$ cat config.mk
export PLATFORM = sky130hd
export DESIGN_NAME = cso_top
export DESIGN_NICKNAME = d
export VERILOG_FILES = /design/src/cso_pkg.sv /design/src/cso_alu.sv /design/src/cso_top.sv
export VERILOG_INCLUDE_DIRS = /design/src
export SDC_FILE = /design/constraint.sdc
export NUM_CORES = 1
export LEC_CHECK = 0
export BUFFER_PORTS_ARGS = -buffer_cell sky130_fd_sc_hd__buf_2
export CAP_MARGIN = 20
export CORE_MARGIN = 8
export CORE_UTILIZATION = 54
export CTS_BUF_LIST = sky130_fd_sc_hd__clkbuf_8
export DETAILED_ROUTE_END_ITERATION = 10
export PLACE_DENSITY = 0.82
export SLEW_MARGIN = 40
export SYNTH_ARGS = -nofsm -noshare
export SYNTH_HDL_FRONTEND = slang
export SYNTH_SLANG_ARGS = --single-unit
$ cat constraint.sdc
create_clock -name pclk -period 3 [get_ports pclk]
set_input_delay 0.15 -clock pclk [delete_from_list [all_inputs] [get_ports pclk]]
set_output_delay 0.15 -clock pclk [all_outputs]
set_load 0.05 [all_outputs]
$ cat src/cso_consts.svh
// Constants for the carry and subtract datapath block
//
// Contract
// (RULE_01) Add-with-carry to memory: byte plus carry, back to the byte.
// (RULE_02) Subtract immediate: working_register minus constant, kept there.
// (RULE_03) Subtract memory source: working_register minus byte, to working.
// (RULE_04) Subtraction adds the two's complement of the subtrahend.
// (RULE_05) Subtract to memory: byte minus working_register, to the byte.
// (RULE_06) Borrow subtract, memory source: working minus byte minus carry.
// (RULE_07) Borrow subtract to memory: byte minus working minus carry.
// (RULE_08) Single borrow subtract: working_register minus carry only.
// (RULE_09) Single borrow subtract on memory: byte minus carry, to the byte.
// (RULE_10) All ops update zero, carry, nibble, range flags; carry is borrow.
`ifndef CSO_CONSTS_SVH
`define CSO_CONSTS_SVH

`define CSO_OFF_CMD 8'h00
`define CSO_OFF_WORK 8'h04
`define CSO_OFF_MEM 8'h08
`define CSO_OFF_IMM 8'h0c
`define CSO_OFF_FLAGS 8'h10

`define CSO_OP_ADDC_M 4'h0
`define CSO_OP_SUB_A_I 4'h1
`define CSO_OP_SUB_A_M 4'h2
`define CSO_OP_SUB_M_A 4'h3
`define CSO_OP_SUBC_A_M 4'h4
`define CSO_OP_SUBC_M_A 4'h5
`define CSO_OP_SUBC_A 4'h6
`define CSO_OP_SUBC_M 4'h7

`define CSO_FLG_Z 0
`define CSO_FLG_C 1
`define CSO_FLG_NB 2
`define CSO_FLG_SR 3

`define CSO_RST_BYTE 8'h00
`define CSO_RST_FLAGS 4'h0
`define CSO_RST_OP 4'h0
`define CSO_RST_WORD 32'h0000_0000
`define CSO_BYTE_ZERO 8'h00
`define CSO_BYTE_ONES 8'hff

`endif

$ cat src/cso_pkg.sv
// Types shared by the carry and subtract datapath block
`include "cso_consts.svh"
package cso_pkg;
   typedef enum logic [3:0] {
      CSO_ADDC_M = `CSO_OP_ADDC_M,
      CSO_SUB_A_I = `CSO_OP_SUB_A_I,
      CSO_SUB_A_M = `CSO_OP_SUB_A_M,
      CSO_SUB_M_A = `CSO_OP_SUB_M_A,
      CSO_SUBC_A_M = `CSO_OP_SUBC_A_M,
      CSO_SUBC_M_A = `CSO_OP_SUBC_M_A,
      CSO_SUBC_A = `CSO_OP_SUBC_A,
      CSO_SUBC_M = `CSO_OP_SUBC_M
   } cso_op_e;
endpackage

$ cat src/cso_alu.sv
// Combinational adder core for the carry and subtract operations
`timescale 1ns/1ps
`include "cso_consts.svh"
module cso_alu (
   input wire logic [3:0] op,
   input wire logic [7:0] work,
   input wire logic [7:0] mem,
   input wire logic [7:0] imm,
   input wire logic carry,
   output logic [7:0] result,
   output logic to_mem,
   output logic [3:0] flags,
   output logic legal
);
   logic [7:0] x;
   logic [7:0] y;
   logic cin;
   logic sub;
   logic [8:0] sum9;
   logic [4:0] lo5;

   always_comb begin
      x = work;
      y = `CSO_BYTE_ZERO;
      cin = 1'b0;
      sub = 1'b1;
      to_mem = 1'b0;
      legal = 1'b1;
      // Borrow in is an inverted carry in, so one adder serves all forms
      unique case (cso_pkg::cso_op_e'(op))
         cso_pkg::CSO_ADDC_M: begin
            x = mem; // RULE_01
            cin = carry;
            sub = 1'b0;
            to_mem = 1'b1;
         end
         cso_pkg::CSO_SUB_A_I: begin
            y = ~imm; // RULE_02
            cin = 1'b1; // RULE_04
         end
         cso_pkg::CSO_SUB_A_M: begin
            y = ~mem; // RULE_03
            cin = 1'b1; // RULE_04
         end
         cso_pkg::CSO_SUB_M_A: begin
            x = mem; // RULE_05
            y = ~work;
            cin = 1'b1; // RULE_04
            to_mem = 1'b1;
         end
         cso_pkg::CSO_SUBC_A_M: begin
            y = ~mem; // RULE_06
            cin = ~carry;
         end
         cso_pkg::CSO_SUBC_M_A: begin
            x = mem; // RULE_07
            y = ~work;
            cin = ~carry;
            to_mem = 1'b1;
         end
         cso_pkg::CSO_SUBC_A: begin
            y = `CSO_BYTE_ONES; // RULE_08
            cin = ~carry;
         end
         cso_pkg::CSO_SUBC_M: begin
            x = mem; // RULE_09
            y = `CSO_BYTE_ONES;
            cin = ~carry;
            to_mem = 1'b1;
         end
         default: begin
            legal = 1'b0;
         end
      endcase
   end

   assign sum9 = {1'b0, x} + {1'b0, y} + {8'h00, cin}; // RULE_04
   assign lo5 = {1'b0, x[3:0]} + {1'b0, y[3:0]} + {4'h0, cin};
   assign result = sum9[7:0];

   always_comb begin
      flags = `CSO_RST_FLAGS;
      flags[`CSO_FLG_Z] = (sum9[7:0] == `CSO_BYTE_ZERO); // RULE_10
      flags[`CSO_FLG_C] = sum9[8] ^ sub; // RULE_10
      flags[`CSO_FLG_NB] = lo5[4] ^ sub; // RULE_10
      flags[`CSO_FLG_SR] = (x[7] == y[7]) && (sum9[7] != x[7]); // RULE_10
   end
endmodule // cso_alu

$ cat src/cso_top.sv
// APB register front end and state of the carry and subtract datapath
//
// The register offsets and the APB interface to the registers were decided locally.
`timescale 1ns/1ps
`include "cso_consts.svh"
module cso_top #(
   parameter int ADDR_W = 8
) (
   input wire logic pclk,
   input wire logic presetn,
   input wire logic psel,
   input wire logic penable,
   input wire logic pwrite,
   input wire logic [ADDR_W-1:0] paddr,
   input wire logic [31:0] pwdata,
   input wire logic [3:0] pstrb,
   output logic [31:0] prdata,
   output logic pready,
   output logic pslverr,
   output logic zero_flag,
   output logic carry_flag,
   output logic nibble_borrow_flag,
   output logic signed_range_error_flag
);
   logic [7:0] work_r;
   logic [7:0] work_nxt;
   logic [7:0] mem_r;
   logic [7:0] mem_nxt;
   logic [7:0] imm_r;
   logic [7:0] imm_nxt;
   logic [3:0] flags_r;
   logic [3:0] flags_nxt;
   logic [3:0] op_r;
   logic [3:0] op_nxt;
   logic [31:0] prdata_r;
   logic [31:0] prdata_nxt;
   logic pready_r;
   logic pready_nxt;
   logic pslverr_r;
   logic pslverr_nxt;
   logic sel_cmd;
   logic sel_work;
   logic sel_mem;
   logic sel_imm;
   logic sel_flags;
   logic mapped;
   logic first_access;
   logic done;
   logic wr_take;
   logic exec_w;
   logic [7:0] alu_result;
   logic alu_to_mem;
   logic [3:0] alu_flags;
   logic alu_legal;

   assign sel_cmd = (paddr == ADDR_W'(`CSO_OFF_CMD));
   assign sel_work = (paddr == ADDR_W'(`CSO_OFF_WORK));
   assign sel_mem = (paddr == ADDR_W'(`CSO_OFF_MEM));
   assign sel_imm = (paddr == ADDR_W'(`CSO_OFF_IMM));
   assign sel_flags = (paddr == ADDR_W'(`CSO_OFF_FLAGS));
   assign mapped = sel_cmd | sel_work | sel_mem | sel_imm | sel_flags;
   // One wait state lets read data and error leave straight from flops
   assign first_access = psel & penable & ~pready_r;
   assign done = psel & penable & pready_r;
   // Lane 0 carries every register; other lanes alone change nothing
   assign wr_take = done & pwrite & ~pslverr_r & pstrb[0];
   assign exec_w = wr_take & sel_cmd;

   cso_alu u_alu (
      .op(pwdata[3:0]),
      .work(work_r),
      .mem(mem_r),
      .imm(imm_r),
      .carry(flags_r[`CSO_FLG_C]),
      .result(alu_result),
      .to_mem(alu_to_mem),
      .flags(alu_flags),
      .legal(alu_legal)
   );

   always_comb begin
      pready_nxt = 1'b0;
      prdata_nxt = prdata_r;
      pslverr_nxt = 1'b0;
      if (first_access) begin
         pready_nxt = 1'b1;
         prdata_nxt = `CSO_RST_WORD;
         // Unknown address or op code is refused, nothing changes
         pslverr_nxt = ~mapped | (pwrite & sel_cmd & ~alu_legal);
         if (!pwrite) begin
            if (sel_cmd) begin
               prdata_nxt = 32'(op_r);
            end else if (sel_work) begin
               prdata_nxt = 32'(work_r);
            end else if (sel_mem) begin
               prdata_nxt = 32'(mem_r);
            end else if (sel_imm) begin
               prdata_nxt = 32'(imm_r);
            end else if (sel_flags) begin
               prdata_nxt = 32'(flags_r);
            end
         end
      end
   end

   always_comb begin
      work_nxt = work_r;
      mem_nxt = mem_r;
      imm_nxt = imm_r;
      flags_nxt = flags_r;
      op_nxt = op_r;
      if (exec_w) begin
         op_nxt = pwdata[3:0];
         flags_nxt = alu_flags; // RULE_10
         if (alu_to_mem) begin
            mem_nxt = alu_result; // RULE_01
         end else begin
            work_nxt = alu_result; // RULE_02
         end
      end else if (wr_take) begin
         if (sel_work) begin
            work_nxt = pwdata[7:0];
         end else if (sel_mem) begin
            mem_nxt = pwdata[7:0];
         end else if (sel_imm) begin
            imm_nxt = pwdata[7:0];
         end else if (sel_flags) begin
            flags_nxt = pwdata[3:0];
         end
      end
   end

   always_ff @(posedge pclk or negedge presetn) begin
      if (!presetn) begin
         work_r <= `CSO_RST_BYTE;
         mem_r <= `CSO_RST_BYTE;
         imm_r <= `CSO_RST_BYTE;
         flags_r <= `CSO_RST_FLAGS;
         op_r <= `CSO_RST_OP;
         prdata_r <= `CSO_RST_WORD;
         pready_r <= 1'b0;
         pslverr_r <= 1'b0;
      end else begin
         work_r <= work_nxt;
         mem_r <= mem_nxt;
         imm_r <= imm_nxt;
         flags_r <= flags_nxt;
         op_r <= op_nxt;
         prdata_r <= prdata_nxt;
         pready_r <= pready_nxt;
         pslverr_r <= pslverr_nxt;
      end
   end

   assign prdata = prdata_r;
   assign pready = pready_r;
   assign pslverr = pslverr_r;
   assign zero_flag = flags_r[`CSO_FLG_Z];
   assign carry_flag = flags_r[`CSO_FLG_C];
   assign nibble_borrow_flag = flags_r[`CSO_FLG_NB];
   assign signed_range_error_flag = flags_r[`CSO_FLG_SR];
endmodule // cso_top

==> results.ini, run 1 <==
[timing]
min_period_ns = 2.74
hold_viol = 0
rsz0062_at_grt = false
whs_ns = 0.0991
finClkSkew_ns = 0.00236
setup_viol = 0
worstMarginPinSlew_ns = 0.633
slew_headroom_pct = 57.4
max_freq_mhz = 364
period_share_pct = 91.5
finalMaxSlewViolations = 0

[final_layout]
fillCellCount = 469
drive_gt1_share_pct = 24.1
fin_nets = 443
final_util_pct = 61.5
diodes = 0
area.growth.synth_to_final_pct = 11.1

[synth]
synth_top_area_share_pct = 34.7
yosys.area_share.adder_pct = 4.21
synth-seq-area-share_pct = 34.7
netlist_area_sq_mm = 0.00303
ys_ff_latch = 42
yosysWarningCount = 0
yosysTopAreaCell = dfrtp_1
synth_mux_area_share_pct = 13.9
synth-xor-area-share_pct = 2.02
synthesis.instances = 342
ys_top_cells_by_area = dfrtp_1 35%, mux2i_1 7.6%, mux2_2 6.3%
synth-compound-area-share_pct = 16.3
synth-simple-area-share_pct = 18.5
synth_top_family_by_area = simple AND/OR/NAND/NOR gates
synth.distinct_cells = 50
syn_avg_cell_area_sq_um = 8.85

[worst_hold_path]
whs_endpoint = imm_r[6]
worstHoldPathType = input pin to flip-flop
min_from = pwdata[6]
whs_path_depth = 2

[global_routing]
grt_overflow = 0
grt_pass1_vias = 2681
grt_max_degree = 43
gr-usage-all-layers_pct = 18.8
grt_pass1_wl_microns = 12800
antenna_found_initial = 0

[drt]
ant_nets = 0
dr.pass1.iters = 4
drtIter0Drc = 146
wirelength_microns = 7610
vias = 2568
wl_per_cell_microns = 16.6
drt-vias-per-instance = 5.61
drc = 0

[worst_setup_path]
arrival_ns = 2.91
end_kind = flip-flop
rr_endpoint = flags_r[1]
ff2ff_path_depth = 12
critPathLaunch = pwdata[0]
crit_path_start_kind = input pin
required_ns = 3.17
r2r_start = work_r[0]
r2r_slack_ns = 0.32
crit_type = input pin to flip-flop
path_max_fanout = 5

[placement]
dp_hpwl_microns = 5730
finalWeightedCongestion = 0.970
port_buffers = 35

[die]
ios = 87
die_w_microns = 90.9
start_util_pct = 55.3
die_h_microns = 90.9
fp.dieArea_sq_mm = 0.00826
coreArea_sq_mm = 0.00547
row_count = 27

[status]
status = finished, final reports clean

[power]
p_leak_nw = 1.65
power.density_mw_per_mm2 = 382
p_int_mw = 0.893
p_switching_mw = 0.391
p_comb_share_pct = 20.7
peakVddDrop_mv = 0.163
sequentialPowerShare_pct = 44.4
p_clk_share_pct = 34.9
p_total_mw = 1.28
netSwitchingFraction_pct = 30.4

[flow_run]
max_cap_viol_count = 0

[clocking]
cts_tree = yes
clk_latency_ns = 0.30
cts_repair_resize_count = 0
clkTransAtPathRegs_ns = 0.08
cts_root_buffer = clkbuf_8
clock_path_buffers = 2
cts_made_buffers = 5
ctsHtreeMaxLevel = 2
cts_sinks = 42

[how the worst max path moves through the flow]
stage	to	slack (ns)
6_report	mem_r[6]	0.26
5_1_grt	work_r[4]	0.02
4_1_cts	mem_r[6]	0.27
3_5_place_dp	mem_r[6]	-0.05
3_3_place_gp	flags_r[1]	0.04
2_1_floorplan	flags_r[0]	0.02
[repair_timing]
item	in CTS	in global routing
hold buffers	1	0
endpoints found under the hold margin	42	0
setup buffers	0	0
[sequential cells by signal, indices dropped and copies added (netlist names)]
signal   flops
pready       1
imm_r        8
mem_r        8
op_r         4
work_r       8
flags_r      4
pslverr      1
prdata       8
[layout by cell type (no fill, tap or decap), types with 5 or more instances in the layout]
cell,n
a21oi_1,18
a22o_1,8
a22oi_1,6
a31oi_1,5
buf_2,34
buf_4,16
clkbuf_8,5
conb_1,24
dfrtp_1,42
ha_1,7
inv_1,16
mux2_2,17
mux2i_1,23
nand2_1,48
nand2b_1,9
nand3_1,5
nor2_1,19
o21ai_0,24
o21ai_2,5
xnor2_1,5
[critical path, stage by stage]
cell and delay, ns:
buf_2 0.13, or3_1 0.38, a21oi_1 0.15, buf_4 0.18
mux2_2 0.35, fa_1 0.42, inv_1 0.08, fa_1 0.20
nand2b_1 0.13, a21oi_1 0.10, nor3_1 0.20, xnor2_1 0.13
mux2i_1 0.21, a21oi_1 0.10
[layout make-up]
type	count	area (sq um)	share of cell area (%)
tap	72	90.1	2.68
clock inverter	3	41.3	1.23
timing repair buffer	51	300	8.93
inverter	15	56.3	1.67
clock buffer	5	68.8	2.05
sequential	42	1050	31.3
multi-input combinational	270	1760	52.2
[metal layers]
metal  up-vias  routed length (microns)  global-route usage [%]
li1       1233                        -                       -
met1      1200                     3020                    21.7
met2       117                     3600                    31.1
met3        18                      772                    5.24
met4         0                      210                    9.69
met5         -                        0                       0
[synth_stat cells (all sizes together)]
cell	count
nand2	48
dfrtp	42
o21ai	31
buf	30
mux2i	23
a21oi	19
nor2	19
mux2	17
inv	15
nand2b	9
a22o	8
clkbuf	8
ha	7
a22oi	6
nor3	6
a31oi	5
nand3	5
xnor2	5
nor4	4
or2	4
or3	4
and2	3
a21boi	2
fa	2
nor2b	2
nor3b	2
or4	2
xor2	2
a211oi	1
a21bo	1
a21o	1
conb	1
nand3b	1
nand4	1
nand4b	1
o211ai	1
o21bai	1
o2bb2ai	1
o31ai	1
or3b	1
[per-stage QoR]
step	TNS, ns	worst slack, ns	std cells	cell area, sq um
5_1_grt	0	0.0193	458	3360
3_3_place_gp	0	0.0371	449	3240
3_5_place_dp	-0.130	-0.0524	449	3240
6_report	0	0.255	458	3360
4_1_cts	0	0.274	458	3360
2_1_floorplan	0	0.0181	365	3120
[power by group through the flow]
stage	Combinational, mW	Clock (mW)	Sequential (mW)
after floorplan	0.207	0	0.588
after global placement	0.255	0	0.581
after detailed placement	0.261	0	0.582
after CTS	0.263	0.458	0.570
after global routing	0.287	0.487	0.571
final	0.266	0.448	0.570
[cell families (layout without fill, tap and decap cells)]
family          count (synthesis)  after routing
simple gates                  112            112
compound gates                 78             78
buf+inv                        53             74
flops                          42             42
mux                            40             40
fa+ha+maj                       9              9
xor+xnor                        7              7
other cells                     1             24
(Power assumes the default switching activity.)
==> run 2, diff against run 1 <==
CORE_UTILIZATION = 58   (was 54)
PLACE_DENSITY = 0.87   (was 0.82)
clock period = 3.41 ns   (was 3 ns; I/O delays follow)
==> results.ini, run 2 (synthesized netlist as in run 1, its figures left out) <==
[worst_setup_path]
path_max_fanout = 8  ; +3
ff2ff_path_depth = 11  ; -1
crit_path_start_kind = input pin
crit_type = input pin to flip-flop
arrival_ns = 3.14  ; +0.23 ns
required_ns = 3.60  ; +0.43 ns
end_kind = flip-flop

[power]
peakVddDrop_mv = 0.188  ; +16%
p_leak_nw = 1.58  ; -4.1%
power.density_mw_per_mm2 = 328  ; -14%

[die]
ios = 87  ; unchanged
start_util_pct = 59.7  ; +4.3 points
row_count = 26  ; -3.7%
die_w_microns = 88.3  ; -2.9%
coreArea_sq_mm = 0.00507  ; -7.3%
die_h_microns = 88.3  ; -2.9%
fp.dieArea_sq_mm = 0.00779  ; -5.7%

[clocking]
clk_latency_ns = 0.30  ; about the same
clkTransAtPathRegs_ns = 0.08  ; about the same
cts_root_buffer = clkbuf_8
cts_sinks = 42  ; unchanged
cts_tree = yes
clock_path_buffers = 2  ; unchanged
cts_made_buffers = 5  ; unchanged
cts_repair_resize_count = 0  ; unchanged
post_cts_buffers = 0  ; unchanged
ctsHtreeMaxLevel = 2  ; unchanged

[final_layout]
area.growth.synth_to_final_pct = 7.52
final_cell_mix = 48 x nand2_1, 42 x dfrtp_1, 34 x buf_2
final_common_cell = nand2_1
diodes = 0  ; unchanged
drive_gt1_share_pct = 21.9  ; -2.2 points
fin_nets = 431  ; -2.7%

[timing]
whs_ns = 0.126  ; +0.0274 ns
setup-tns-final_ns = 0  ; unchanged
worstMarginPinSlew_ns = 0.668  ; +0.0359 ns
max_freq_mhz = 338
slew_headroom_pct = 55.3  ; -2.2 points
setup_viol = 0  ; unchanged
finClkSkew_ns = 0.00768  ; +0.00533 ns
finalMaxSlewViolations = 0  ; unchanged
rsz0062_at_grt = false
period_share_pct = 86.6
hold_viol = 0  ; unchanged
min_period_ns = 2.95

[flow_run]
max_cap_viol_count = 0  ; unchanged

[global_routing]
grt_pass1_wl_microns = 12200  ; -4.8%
grt_overflow = 0  ; unchanged
gr-usage-all-layers_pct = 19.8  ; +1.0 points
grt_max_degree = 43  ; unchanged
grt_pass1_vias = 2545  ; -5.1%
antenna_found_initial = 0  ; unchanged

[drt]
drc = 0  ; unchanged
drt-vias-per-instance = 5.86  ; +4.6%
dr.pass1.iters = 6  ; +2
vias = 2603  ; +1.4%
ant_nets = 0  ; unchanged
wirelength_microns = 7290  ; -4.1%
drtIter0Drc = 193  ; +32%
wl_per_cell_microns = 16.4  ; -1.1%

[placement]
port_buffers = 35  ; unchanged
dp_hpwl_microns = 5390  ; -6.0%
finalWeightedCongestion = 0.912  ; -6.0%

[worst_hold_path]
worstHoldPathType = input pin to flip-flop
whs_path_depth = 2  ; unchanged

[status]
status = finished, final reports clean

[run 2: cell count changes in the layout (fill, tap and decap cells not counted), sizes merged]
| cell | previous run | this run |
|---|---|---|
| buf | 50 | 38 |
| bufinv | 1 | 0 |
| clkbuf | 5 | 6 |
| clkinv | 0 | 1 |
| inv | 16 | 15 |
[run 2: where the power goes]
part           switching [mW]  leakage, nW  internal [mW]  total, mW
Clock                   0.179       0.0472          0.163      0.342
Sequential            0.00161        0.569          0.500      0.502
Combinational           0.161        0.964         0.0632      0.224
Total                   0.341         1.58          0.726       1.07
[run 2: critical path: stages]
cell,delay (ns)
buf_2,0.14
or3_1,0.43
a21oi_1,0.38
mux2_2,0.40
fa_1,0.43
inv_1,0.09
fa_1,0.22
nand2b_1,0.14
a21oi_1,0.09
nor4_1,0.23
o21bai_1,0.16
mux2i_1,0.19
nor2_1,0.07
[run 2: worst paths after layout]
check                             end  slack [ns]      start
min in group asynchronous    mem_r[2]        0.39    presetn
hold reg to reg               op_r[2]        0.48    op_r[2]
setup reg to reg            work_r[4]        0.67  work_r[0]
max in group asynchronous   work_r[4]        2.65    presetn
setup / recovery           flags_r[1]        0.46  pwdata[1]
hold / removal               imm_r[6]        0.13  pwdata[6]
[run 2: layout make-up]
| cell class | instances | area [sq um] |
|---|---|---|
| Clock inverter | 2 | 12.5 |
| Clock buffer | 6 | 82.6 |
| Tap cell | 70 | 87.6 |
| Fill cell | 449 | 1820 |
| Sequential cell | 42 | 1050 |
| Inverter | 15 | 56.3 |
| Multi-Input combinational cell | 270 | 1760 |
| Timing Repair Buffer | 39 | 210 |
[run 2: what timing repair did]
action	4_1_cts	5_1_grt
hold buffers	1	0
hold endpoints to repair	42	0
setup endpoints to repair	0	0
[run 2: metrics by stage]
step | std cells | power (mW) | cell area, sq um | utilization, % | worst slack [ns]
CTS | 444 | 1.07 | 3260 | 64.2 | 0.455
floorplan | 365 | 0.699 | 3110 | - | 0.375
global route | 444 | 1.11 | 3260 | 64.2 | 0.251
finish | 444 | 1.07 | 3260 | 64.2 | 0.455
detailed placement | 435 | 0.730 | 3150 | 62.1 | 0.151
global placement | 435 | 0.725 | 3150 | 62.0 | 0.205
[run 2: routing by layer]
metal	vias to the layer above	routed length [microns]	part of all wire (%)	global-route usage, %
met5	-	0	0	0
met4	0	181	2.5	8.14
met3	22	722	9.9	3.90
met2	149	3400	47	31.9
met1	1222	2990	41	25.4
li1	1210	-	-	-
